[config.mk]
export PLATFORM = sky130hd
export DESIGN_NAME = sccct_top
export DESIGN_NICKNAME = d
export VERILOG_FILES = /design/src/verilog/sccct_input_stage.v /design/src/verilog/sccct_prescaler.v /design/src/verilog/sccct_top.v
export VERILOG_INCLUDE_DIRS = /design/src /design/src/verilog
export SDC_FILE = /design/constraint.sdc
export NUM_CORES = 1
export LEC_CHECK = 0
export ABC_CLOCK_PERIOD_IN_PS = 6650
export BUFFER_PORTS_ARGS = -buffer_cell sky130_fd_sc_hd__clkbuf_2
export CORE_MARGIN = 3
export CORE_UTILIZATION = 35
export DETAILED_ROUTE_END_ITERATION = 7
export PLACE_DENSITY = 0.66
export RECOVER_POWER = 100
export SLEW_MARGIN = 0
export SYNTH_ARGS = -nofsm -noshare
export SYNTH_HDL_FRONTEND = slang
export SYNTH_SLANG_ARGS = --single-unit
export TNS_END_PERCENT = 20
[constraint.sdc]
create_clock -name core_clk -period 6.65 [get_ports core_clk]
set_input_delay 1.6625 -clock core_clk [delete_from_list [all_inputs] [get_ports core_clk]]
set_output_delay 1.6625 -clock core_clk [all_outputs]
set_load 0.05 [all_outputs]
[src/verilog/sccct_defines.vh]
// Constants of the single channel capture compare timer
`ifndef SCCCT_DEFINES_VH
`define SCCCT_DEFINES_VH
`define SCCCT_CNT_W       16
`define SCCCT_ZERO16      16'h0000
`define SCCCT_ONE16       16'h0001
`define SCCCT_FLT_W       4
`define SCCCT_ICPSC_W     2
`define SCCCT_SRC_W       2
`define SCCCT_SRC_OUTPUT  2'h0
`define SCCCT_FN_W        3
`define SCCCT_FN_FROZEN   3'h0
`define SCCCT_FN_SET      3'h1
`define SCCCT_FN_CLEAR    3'h2
`define SCCCT_FN_TOGGLE   3'h3
`define SCCCT_FN_FORCE_LO 3'h4
`define SCCCT_FN_FORCE_HI 3'h5
`define SCCCT_FN_PWM0     3'h6
`define SCCCT_FN_PWM1     3'h7
`endif

[src/verilog/sccct_input_stage.v]
// Channel input synchroniser, filter, edge select and event prescaler
`timescale 1ns/1ps
`default_nettype none
`include "sccct_defines.vh"
module sccct_input_stage (
   input  wire                      core_clk,      // Timer kernel clock
   input  wire                      rst_n,         // Async reset, active low
   input  wire                      channel_input, // Raw channel pin level
   input  wire [`SCCCT_FLT_W-1:0]   filt_setting,  // Stable samples needed minus one
   input  wire                      pol_fall,      // Edge polarity: 1 falling
   input  wire                      pol_both,      // Complementary polarity: both edges
   input  wire [`SCCCT_ICPSC_W-1:0] edge_div,      // Edges per capture: 1,2,4,8
   input  wire                      enable,        // Channel gate and input mode
   output wire                      capture        // One cycle capture event
);
   reg                    sync1_q;
   reg                    sync2_q;
   reg                    filt_q;
   reg [`SCCCT_FLT_W-1:0] stab_q;
   reg [3:0]              ecnt_q;
   wire                   rise;
   wire                   fall;
   wire                   qual;
   wire [3:0]             need;

   // Two flops before anything looks at the pin
   always @(posedge core_clk or negedge rst_n) begin
      if (!rst_n) begin
         sync1_q <= 1'b0;
         sync2_q <= 1'b0;
      end else begin
         sync1_q <= channel_input;
         sync2_q <= sync1_q;
      end
   end

   // Filter: new level accepted after setting+1 stable samples
   always @(posedge core_clk or negedge rst_n) begin
      if (!rst_n) begin
         filt_q <= 1'b0;
         stab_q <= {`SCCCT_FLT_W{1'b0}};
      end else if (sync2_q == filt_q) begin
         stab_q <= {`SCCCT_FLT_W{1'b0}};
      end else if (stab_q >= filt_setting) begin
         filt_q <= sync2_q;
         stab_q <= {`SCCCT_FLT_W{1'b0}};
      end else begin
         stab_q <= stab_q + 1'b1;
      end
   end

   assign rise = sync2_q && !filt_q && (stab_q >= filt_setting);
   assign fall = !sync2_q && filt_q && (stab_q >= filt_setting);
   // Polarity picks the qualifying edge
   assign qual = enable && (pol_both ? (rise || fall) : (pol_fall ? fall : rise));
   assign need = 4'h1 << edge_div;

   // Several qualified edges make one capture
   assign capture = qual && (ecnt_q == need - 4'h1);
   always @(posedge core_clk or negedge rst_n) begin
      if (!rst_n) begin
         ecnt_q <= 4'h0;
      end else if (!enable || capture) begin
         ecnt_q <= 4'h0;
      end else if (qual) begin
         ecnt_q <= ecnt_q + 4'h1;
      end
   end
endmodule
`default_nettype wire

[src/verilog/sccct_prescaler.v]
// Clock prescaler with buffered divisor for the timer counter
`timescale 1ns/1ps
`default_nettype none
`include "sccct_defines.vh"
module sccct_prescaler #(
   parameter W = `SCCCT_CNT_W
) (
   input  wire         core_clk,      // Timer kernel clock
   input  wire         rst_n,         // Async reset, active low
   input  wire         run,           // Counting allowed this cycle
   input  wire         restart,       // Clear divider count
   input  wire         update,        // Load shadow divisor
   input  wire [W-1:0] divisor_buf,   // Buffered divisor value
   output wire         tick           // One count clock pulse
);
   reg [W-1:0] shadow_q;
   reg [W-1:0] cnt_q;

   // Terminal count reached; factor is shadow plus one
   assign tick = run && (cnt_q == shadow_q);

   // Shadow loads only on update, so a new divisor waits
   always @(posedge core_clk or negedge rst_n) begin
      if (!rst_n) begin
         shadow_q <= `SCCCT_ZERO16;
         cnt_q    <= `SCCCT_ZERO16;
      end else begin
         if (update) begin
            shadow_q <= divisor_buf;
         end
         if (restart || tick) begin
            cnt_q <= `SCCCT_ZERO16;
         end else if (run) begin
            cnt_q <= cnt_q + `SCCCT_ONE16;
         end
      end
   end
endmodule
`default_nettype wire

[src/verilog/sccct_top.v]
// Single channel 16-bit capture/compare timer core
//
// Contract
// - 16-bit unsigned counter, up counting only.
// - Counter advances only while count_run_enable is set.
// - Prescaler divides kernel clock by 1 to 65536.
// - Division factor is prescale_divisor plus one.
// - New prescale value takes effect at next update event.
// - Counter runs 0 to reload_limit then wraps to 0.
// - Update event on every overflow wrap.
// - soft_update_trigger zeroes counter and makes update event.
// - update_suppress blocks update events and shadow loads.
// - Update event loads reload and prescale shadows.
// - Input synchronised, then digitally filtered before edge detection.
// - Rising/falling edges detected; polarity selects capture edge.
// - Input prescaler: several qualified edges give one capture.
// - Capture stores counter, sets channel flag, interrupt if enabled.
// - Nonzero capture source means input mode; value writes ignored.
// - Capture while channel flag set also sets overrun flag.
// - In input mode reading value register clears channel flag.
// - channel_soft_event produces channel event without condition.
// - channel_gate_on gates capture and output pin drive.
// - Compare match sets flag, interrupt, updates output per function.
// - Match codes: 0 keep, 1 high, 2 low, 3 toggle.
// - Codes 6 and 7 select PWM modes 0 and 1.
// - Codes 4 and 5 force level inactive or active.
// - Compare shadowing buffers value until next update event.
// - Debug halt with hold bit set stops the counter.
`timescale 1ns/1ps
`default_nettype none
`include "sccct_defines.vh"
module sccct_top #(
   parameter W = `SCCCT_CNT_W
) (
   input  wire                      core_clk,               // Timer kernel clock, 100 MHz
   input  wire                      rst_n,                  // Async reset, active low
   input  wire                      count_run_enable,       // Counter enable level
   input  wire [W-1:0]              prescale_divisor,       // Buffered prescale value
   input  wire [W-1:0]              reload_limit,           // Buffered auto-reload value
   input  wire                      reload_shadow_on,       // Reload buffered until update
   input  wire                      soft_update_trigger,    // Pulse: force update
   input  wire                      update_suppress,        // Block update events
   input  wire                      update_irq_en,          // Update interrupt enable
   input  wire                      update_flag_clr,        // Pulse: clear update flag
   input  wire [`SCCCT_SRC_W-1:0]   capture_source_select,  // 0 output, else input mode
   input  wire [`SCCCT_FLT_W-1:0]   input_filter_setting,   // Filter stable-sample count
   input  wire [`SCCCT_ICPSC_W-1:0] input_edge_div,         // Log2 edges per capture
   input  wire                      edge_polarity_select,   // Capture on falling edge
   input  wire                      complementary_polarity_select, // Capture on both edges
   input  wire                      channel_gate_on,        // Channel enable
   input  wire [`SCCCT_FN_W-1:0]    compare_output_function, // Compare function code
   input  wire                      compare_shadow_on,      // Compare value buffered
   input  wire [W-1:0]              compare_wr_data,        // Value register write data
   input  wire                      compare_wr,             // Pulse: write value register
   input  wire                      compare_rd,             // Pulse: read value register
   input  wire                      channel_soft_event,     // Pulse: force channel event
   input  wire                      channel_event_irq_en,   // Channel interrupt enable
   input  wire                      channel_flag_clr,       // Pulse: clear channel flag
   input  wire                      overrun_flag_clr,       // Pulse: clear overrun flag
   input  wire                      debug_halt,             // Core halted
   input  wire                      debug_halt_hold,        // Freeze counter on halt
   input  wire                      channel_input,          // Channel pin input
   output reg  [W-1:0]              counter_value,          // Current count
   output reg  [W-1:0]              channel_value_register, // Capture/compare value
   output reg                       update_flag,            // Sticky update flag
   output reg                       channel_event_flag,     // Sticky channel flag
   output reg                       channel_overrun_flag,   // Sticky over-capture flag
   output reg                       output_prepare_level,   // Compare output prepare
   output wire                      channel_out,            // Channel pin output
   output wire                      channel_out_en,         // Channel pin drive enable
   output wire                      update_irq,             // Update interrupt
   output wire                      channel_irq,            // Channel interrupt
   output reg                       channel_dma_req         // Pulse: channel request
);
   reg  [W-1:0] reload_q;
   reg  [W-1:0] compare_active_q;
   wire         input_mode;
   wire         halted;
   wire         run;
   wire         tick;
   wire         wrap;
   wire         update_ev;
   wire         capture;
   wire         match;
   wire         chan_ev;
   wire [W-1:0] reload_eff;

   // Live or shadowed value select, used for the comparator, PWM and reload limit
   function [W-1:0] sel_val;
      input          shadow;
      input [W-1:0]  live;
      input [W-1:0]  held;
      begin
         sel_val = shadow ? held : live;
      end
   endfunction

   assign input_mode = (capture_source_select != `SCCCT_SRC_OUTPUT);
   assign halted     = debug_halt && debug_halt_hold;
   assign run        = count_run_enable && !halted;
   assign reload_eff = sel_val(reload_shadow_on, reload_limit, reload_q);

   // Wrap after reaching the reload value
   assign wrap      = tick && (counter_value == reload_eff);
   // Suppress blocks the event, but the trigger still zeroes the counter
   assign update_ev = (wrap || soft_update_trigger) && !update_suppress;

   sccct_prescaler #(
      .W(W)
   ) u_psc (
      .core_clk    (core_clk),
      .rst_n       (rst_n),
      .run         (run),
      .restart     (soft_update_trigger),
      .update      (update_ev),
      .divisor_buf (prescale_divisor),
      .tick        (tick)
   );

   sccct_input_stage u_in (
      .core_clk      (core_clk),
      .rst_n         (rst_n),
      .channel_input (channel_input),
      .filt_setting  (input_filter_setting),
      .pol_fall      (edge_polarity_select),
      .pol_both      (complementary_polarity_select),
      .edge_div      (input_edge_div),
      .enable        (channel_gate_on && input_mode),
      .capture       (capture)
   );

   // Up counter; no down direction exists
   always @(posedge core_clk or negedge rst_n) begin
      if (!rst_n) begin
         counter_value <= `SCCCT_ZERO16;
      end else if (soft_update_trigger || wrap) begin
         counter_value <= `SCCCT_ZERO16;
      end else if (tick) begin
         counter_value <= counter_value + `SCCCT_ONE16;
      end
   end

   // Reload and compare shadows load on update only
   always @(posedge core_clk or negedge rst_n) begin
      if (!rst_n) begin
         reload_q         <= `SCCCT_ZERO16;
         compare_active_q <= `SCCCT_ZERO16;
      end else if (update_ev) begin
         reload_q         <= reload_limit;
         compare_active_q <= channel_value_register;
      end
   end

   // Match is sampled once per count step to avoid repeat events
   assign match   = !input_mode && tick &&
                    (counter_value == sel_val(compare_shadow_on, channel_value_register,
                                              compare_active_q));
   assign chan_ev = capture || match || channel_soft_event;

   // Value register: capture load, or software write in output mode
   always @(posedge core_clk or negedge rst_n) begin
      if (!rst_n) begin
         channel_value_register <= `SCCCT_ZERO16;
      end else if (capture) begin
         channel_value_register <= counter_value;
      end else if (compare_wr && !input_mode) begin
         channel_value_register <= compare_wr_data;
      end
   end

   // Sticky flags; a set in the clear cycle wins
   always @(posedge core_clk or negedge rst_n) begin
      if (!rst_n) begin
         update_flag          <= 1'b0;
         channel_event_flag   <= 1'b0;
         channel_overrun_flag <= 1'b0;
         channel_dma_req      <= 1'b0;
      end else begin
         if (update_ev) begin
            update_flag <= 1'b1;
         end else if (update_flag_clr) begin
            update_flag <= 1'b0;
         end
         if (chan_ev) begin
            channel_event_flag <= 1'b1;
         end else if (channel_flag_clr || (compare_rd && input_mode)) begin
            channel_event_flag <= 1'b0;
         end
         if (capture && channel_event_flag) begin
            channel_overrun_flag <= 1'b1;
         end else if (overrun_flag_clr) begin
            channel_overrun_flag <= 1'b0;
         end
         channel_dma_req <= chan_ev;
      end
   end

   // Output prepare level per compare function
   always @(posedge core_clk or negedge rst_n) begin
      if (!rst_n) begin
         output_prepare_level <= 1'b0;
      end else if (!input_mode) begin
         case (compare_output_function)
            `SCCCT_FN_FROZEN: output_prepare_level <= output_prepare_level;
            `SCCCT_FN_SET: begin
               if (match) output_prepare_level <= 1'b1;
            end
            `SCCCT_FN_CLEAR: begin
               if (match) output_prepare_level <= 1'b0;
            end
            `SCCCT_FN_TOGGLE: begin
               if (match) output_prepare_level <= !output_prepare_level;
            end
            `SCCCT_FN_FORCE_LO: output_prepare_level <= 1'b0;
            `SCCCT_FN_FORCE_HI: output_prepare_level <= 1'b1;
            `SCCCT_FN_PWM0: output_prepare_level <= (counter_value <
               sel_val(compare_shadow_on, channel_value_register, compare_active_q));
            `SCCCT_FN_PWM1: output_prepare_level <= !(counter_value <
               sel_val(compare_shadow_on, channel_value_register, compare_active_q));
            default: output_prepare_level <= output_prepare_level;
         endcase
      end
   end

   // Pin driven only in output mode with the channel gated on
   assign channel_out    = output_prepare_level;
   assign channel_out_en = channel_gate_on && !input_mode;

   // Interrupt lines are flag AND enable
   assign update_irq  = update_flag && update_irq_en;
   assign channel_irq = channel_event_flag && channel_event_irq_en;
endmodule
`default_nettype wire
### Word level (Yosys, flattened, before mapping)

Cells that the tools add are included.

| storage, ports and cells | value |
|---|---|
| bits in registers | 112 |
| latch bits | 0 |
| RAM bits | 0 |
| bits in read-only memories | 0 |
| input port bits | 80 |
| output and inout bits | 41 |
| memories | 0 |

| operators by class | value |
|---|---|
| $add $sub $neg | 5 |
| multipliers | 0 |
| div/mod/pow operators | 0 |
| magnitude comparators | 2 |
| eq/ne operators | 15 |
| shifts and indexed selects | 1 |
| mux-type cells | 24 |
| bitwise gates (word level) | 3 |
| reduce and logical (&&, ||, !) cells | 46 |

Operators with widths:

| cell | number |
|---|---|
| 16-bit 2-to-1 mux | 8 |
| 16-bit equality test | 3 |
| 16-bit by 1-bit adder with 16-bit output, second input constant | 2 |
| 1-bit logical AND | 20 |
| 16-bit < comparator | 1 |
| 4-bit 2-to-1 mux | 4 |
| 2-bit nonzero test | 8 |
| 3-bit equality test, second input constant | 4 |
| 1-bit 2-to-1 mux | 11 |
| 4-bit by 1-bit adder with 4-bit output, second input constant | 2 |
| 1-bit zero test | 8 |
| 1-bit logical OR | 7 |
| 1-bit one-hot mux with 7 select lines | 1 |
| 3-bit by 2-bit equality test with 1-bit output, second input constant | 2 |
| 2-bit inequality test, second input constant | 3 |
| 5-bit AND reduction | 1 |
| 4-bit equality test | 1 |
| 4-bit >= comparator | 1 |
| 1-bit by 2-bit left shift with 4-bit output, first input constant | 1 |
| 4-bit by 1-bit subtractor with 4-bit output, second input constant | 1 |
| 3-bit by 1-bit equality test with 1-bit output, second input constant | 1 |
| 3-bit zero test | 1 |
| 1-bit NOT | 3 |
| 2-bit AND reduction | 1 |
| 1-bit equality test | 1 |

### Longest topological paths before layout

| depth | value |
|---|---|
| depth in word-level cells | 10 |
| depth in mapped cells | 10 |

### By module

A second synthesis with hierarchy kept.

| second synthesis, totals | value |
|---|---|
| cells, all modules | 544 |
| area total of the unflattened synthesis | 6232.2 µm² |

By module, submodules not included:

| module | instances | cells each | area an instance (µm²) |
|---|---|---|---|
| sccct_top | 1 | 343 | 3977.6 |
| sccct_prescaler | 1 | 133 | 1547.7 |
| sccct_input_stage | 1 | 68 | 706.9 |

### Least setup slack after synthesis

No wires, ideal clock.

| timing path | value |
|---|---|
| path type | in2reg |
| start | input compare_shadow_on |
| end | register output_prepare_level (netlist: channel_out) |
| arrival | 4.108 ns |
| required time | 6.514 ns |
| path slack | 2.406 ns |
| stages | 10 |
| path buffers | 2 |
| cell sequence | clkbuf_1 -> buf_1 -> mux2i_1 -> ha_1 -> nand4_1 -> nor4_1 -> nand4_1 -> o21ai_0 -> mux2i_1 -> o211ai_1 |

| between the ends | value |
|---|---|
| longest elaborated chain between the ends | 5 |

Ends and longest elaborated chain:

| item | RTL line | source |
|---|---|---|
| start: declaration | sccct_top.v:52 | `input wire compare_shadow_on,` |
| 16-bit 2-to-1 mux * | sccct_top.v:94 | `sel_val = shadow ? held : live;` |
| parallel branches: the longest is 4 deep, another holds 16-bit < comparator | - |  |
| end signal: assignment | sccct_top.v:204 | `` `SCCCT_FN_FROZEN: output_prepare_level <= output_prepare_level; `` |
| end signal: assignment | sccct_top.v:212 | `if (match) output_prepare_level <= !output_prepare_level;` |
| end signal: assignment | sccct_top.v:216 | `` `SCCCT_FN_PWM0: output_prepare_level <= (counter_value < `` |
| end: declaration | sccct_top.v:68 | `output reg output_prepare_level,` |

Mark *: on every way between the ends.
A chain may end at the register's enable or synchronous reset.

### Worst setup path in the final report

| timing path | value |
|---|---|
| start | input reload_shadow_on |
| end | register counter_value[12] |

| between the ends | value |
|---|---|
| longest elaborated chain between the ends | 5 |

Ends and longest elaborated chain:

| item | RTL line | source |
|---|---|---|
| start: declaration | sccct_top.v:40 | `input wire reload_shadow_on,` |
| 16-bit 2-to-1 mux * | sccct_top.v:94 |  |
| 16-bit equality test * | sccct_top.v:104 | `assign wrap = tick && (counter_value == reload_eff);` |
| 1-bit logical AND * | sccct_top.v:104 |  |
| 1-bit logical OR * | sccct_top.v:136 | `end else if (soft_update_trigger \|\| wrap) begin` |
| 16-bit 2-to-1 mux or 2-bit nonzero test (tied branches) | - |  |
| end signal: assignment | sccct_top.v:135 | `` counter_value <= `SCCCT_ZERO16; `` |
| end signal: assignment | sccct_top.v:137 | `` counter_value <= `SCCCT_ZERO16; `` |
| end signal: assignment | sccct_top.v:139 | `` counter_value <= counter_value + `SCCCT_ONE16; `` |
| end: declaration | sccct_top.v:63 | `output reg [W-1:0] counter_value,` |

Every way passes the cells marked *; elsewhere a longest branch is shown, timed or not.

==> impl_results.md <==
* Int Pwr at between 1 and 1.5 mW
* Async S/R FF share, synth at 100%
* NetSw at slightly below 600 µW
* First-pass GRT wire length at 36,100 µm
* Die width at ~160 µm
* Comb pwr share at ~23%
* Period utilization at 74.3%
* Setup TNS at 0 ns
* Total global routing overflow at 0
* Row cnt at 54
* Largest net degree at the start of global routing at between 100 and 150
* Cells after Synth at a little under 900
* Met2 routed WL at 10,300 µm
* WL met3 at 1100 µm
* Max layer used: met4
* Slew margin rel. at -129%
* Sw Ratio at 33.2%
* Arrival time at the worst endpoint at 5.18 ns
* Final ANT Viol Nets at 0
* PortBufs at between 100 and 150
* FF-to-FF setup slack at ~2.6 ns
* Ys flop type: dfrtp_1
* WL per Instance at roughly 18 µm
* Status: finished, violations left
* Wl on met1 at 10,200 µm
* Final #Nets at 1,065
* H-tree depth at 3
* Skew final at 0.0114 ns
* Failing checks: max-capacitance violations, max-slew violations
* Leakage power at 3.72 nW
* Peak Freq at 0.202 GHz
* Avg Cell Area, Syn at 8.89 µm²
* Ant. Diodes at 0
* Root Driver: clkbuf_16
* CP Cell Sequence: clkbuf_2, mux2i_1, xor2_1, nand4_1, nor4_1, clkbuf_2, nor3_1, or4_1
* Peak supply drop at between 0.1 and 0.15 mV
* Cell taking the most area after synthesis: dfrtp_1
* Number of flops mapped to enable cells by yosys at 0
* Die area at 24,400 µm²
* I/O pin count at roughly 120
* Initial Utilization at approximately 36%
* CTS resizes at 0
* Minimum clock period at 4.94 ns
* CP startpoint kind: primary input
* Library cells used by synthesis at a little over 50
* Layout cell share with drive strength beyond 1 at around 11%
* Vias in the first global route at around 6,700
* Top post-synthesis cells by area: dfrtp_1 (35%), nand4b_1 (5.4%), nand2b_1 (5.1%)
* CTS buffer count at 9
* Total GRT Usage at 18.1%
* Max Cap Viol at 3
* Hold-fix buffers, CTS at 0
* Clk pwr share at 32.7%
* Clock sinks at ~110
* CTS tree: yes
* Area delta synth->final at 11.9%
* Worst path slowest cell: clkbuf_2
* Power Total at between 1.5 and 2 mW
* RSZ-0062 raised after global routing: no
* Area of the mapped netlist at 7900 µm²
* CP required at roughly 7 ns
* DRC at 0
* Crit Path Class: primary input to flip-flop
* Clk_lat worst skew at approximately 0.37 ns
* Worst hold path type: flip-flop to flip-flop
* Sequential area share after synthesis at between 30% and 40%
* Most frequent CP cell: clkbuf_2
* Max incr delay on CP at approximately 1.4 ns
* Final Hold Vio Count at 0
* Final setup vio count at 0
* Setup bufs post-CTS at 0
* Worst Max-Slew Pin Slew at 3.44 ns
* Clock-pin slew on the worst setup and hold paths at roughly 0.080 ns
* Share of Yosys cell area claimed by the top area cell type at between 30% and 40%
* Via density at between 5 and 6
* Longest Clk Path Bufs at 2
* DP HPWL at 15,100 µm
* DRT Wirelength at around 22,000 µm
* Die Span Y at ~160 µm
* Synth Register Bits at around 110
* Via count at between 7,000 and 8,000
* PwrDens at 203 nW/µm²
* Crit Path Max Fanout at roughly 110
* Share of power burned in registers at 44.7%
* Syn Nets at 995
* Initial DRC count at 561
* Crit. End Element: flip-flop
* Final GP Congestion at around 0.80
* Final Slew Violations at between 200 and 250
* Yosys Warn Count at 0
* First-pass iteration count of the detailed router at 7
* Core Area at 22,000 µm²
* Antenna violations before repair at 0
[power by group through the flow]
stage	combinational [mW]	sequential (mW)	clock, mW
CTS	0.418	0.802	0.606
detailed placement	0.417	0.815	0
global route	0.459	0.811	0.632
finish	0.408	0.802	0.587
floorplan	0.238	0.867	0
global placement	0.407	0.814	0
[path summary, 6_finish.rpt]
kind | startpoint | endpoint | cells after the start
worst min-delay path | u_in.sync1_q$_DFF_PN0_ | u_in.sync2_q$_DFF_PN0_ | 0
worst max-delay path | reload_shadow_on | counter_value[12]$_DFFE_PN0P_ | 8
worst max register to register | u_psc.cnt_q[2]$_DFFE_PN0P_ | counter_value[13]$_DFFE_PN0P_ | 7
worst min register to register | u_in.sync1_q$_DFF_PN0_ | u_in.sync2_q$_DFF_PN0_ | 0
min in group asynchronous | rst_n | u_in.ecnt_q[0]$_DFFE_PN0P_ | 1
max in group asynchronous | rst_n | u_psc.cnt_q[9]$_DFFE_PN0P_ | 2
[cells in the final DEF (no fill, tap or decap), types with 18 or more instances in the layout]
cell      instances
a21o_1           18
a221oi_1         32
clkbuf_1         48
clkbuf_2         73
dfrtp_1         112
ha_1             26
mux2i_1          33
nand2_1          62
nand2b_1         64
nand3_1          68
nand4b_1         49
nor2_1           76
nor2b_1          50
xnor2_1          18
xor2_1           31
[critical path, delay by kind of cell]
kind,cells,cell delay [ns]
xor gates and xnor gates,1,0.18
buffers and inverters,2,1.85
muxes,1,0.29
and+or+nand+nor,4,1.16
[cell families (layout without fill, tap and decap cells)]
group	Yosys count	count (layout)	share of synthesized area, %
AOI/OAI and AO/OA	132	132	13.4
xor gates and xnor gates	49	49	5.43
adders and majority gates	26	26	4.12
buffers and inverters	87	162	4.86
DFF	112	112	35.5
muxes	34	34	4.32
and+or+nand+nor	449	449	32.4
[cell usage after synthesis (3+ instances only)]
| cell type | instances |
|---|---|
| xor2_1 | 31 |
| xnor2_1 | 18 |
| nand4_1 | 14 |
| a21oi_1 | 16 |
| a21o_1 | 18 |
| nand3b_1 | 6 |
| and3_1 | 9 |
| o211ai_1 | 4 |
| buf_1 | 9 |
| buf_6 | 4 |
| ha_1 | 26 |
| a22o_1 | 16 |
| nand2b_1 | 64 |
| mux2i_1 | 33 |
| or3_1 | 8 |
| nand4b_1 | 49 |
| o21ai_0 | 7 |
| buf_4 | 3 |
| nor4_1 | 3 |
| o221ai_1 | 8 |
| buf_2 | 13 |
| a222oi_1 | 16 |
| dfrtp_1 | 112 |
| nor2b_1 | 50 |
| nand2_1 | 62 |
| and4_1 | 4 |
| nor2_1 | 77 |
| a221oi_1 | 32 |
| and2_1 | 7 |
| nor3_1 | 10 |
| inv_1 | 15 |
| clkbuf_1 | 43 |
| nand3_1 | 68 |
| a211oi_1 | 3 |
| or4b_2 | 4 |
| or4_1 | 6 |
| or3b_2 | 4 |
[layer usage]
metal / up-vias / global-route usage, %
li1: 3374 / -
met1: 3421 / 25.3
met2: 214 / 28.9
met3: 32 / 3.48
met4: 0 / 4.75
met5: - / 0
[stage by stage]
stage          hold WS (ns)  utilization, %  cells  setup slack, ns  cell area, µm²
2_1_floorplan         0.331               -    889             2.41            7900
3_3_place_gp          0.339            39.2   1228             2.08            8630
3_5_place_dp          0.337            39.2   1228             2.00            8630
4_1_cts               0.356            40.6   1244             2.40            8940
5_1_grt               0.367            40.2   1244             1.29            8840
6_report              0.354            40.2   1244             1.71            8840
[cell type report]
class                      count  area [µm²]
clock inverter                 6        72.6
fill                        2246       13200
clock buffer                  10         239
multi-input combinational    690        4700
timing repair buffer         131         621
inverter                      15        56.3
tap                          280         350
sequential                   112        2800
[state kept, by name, summed over array words and instances, names as in the netlist, 4 cells and up]
name / cells
channel_value_register: 16
compare_active_q: 16
counter_value: 16
reload_q: 16
u_in.ecnt_q: 4
u_in.stab_q: 4
u_psc.cnt_q: 16
u_psc.shadow_q: 16
No activity file was read; power rests on OpenSTA's default activity.
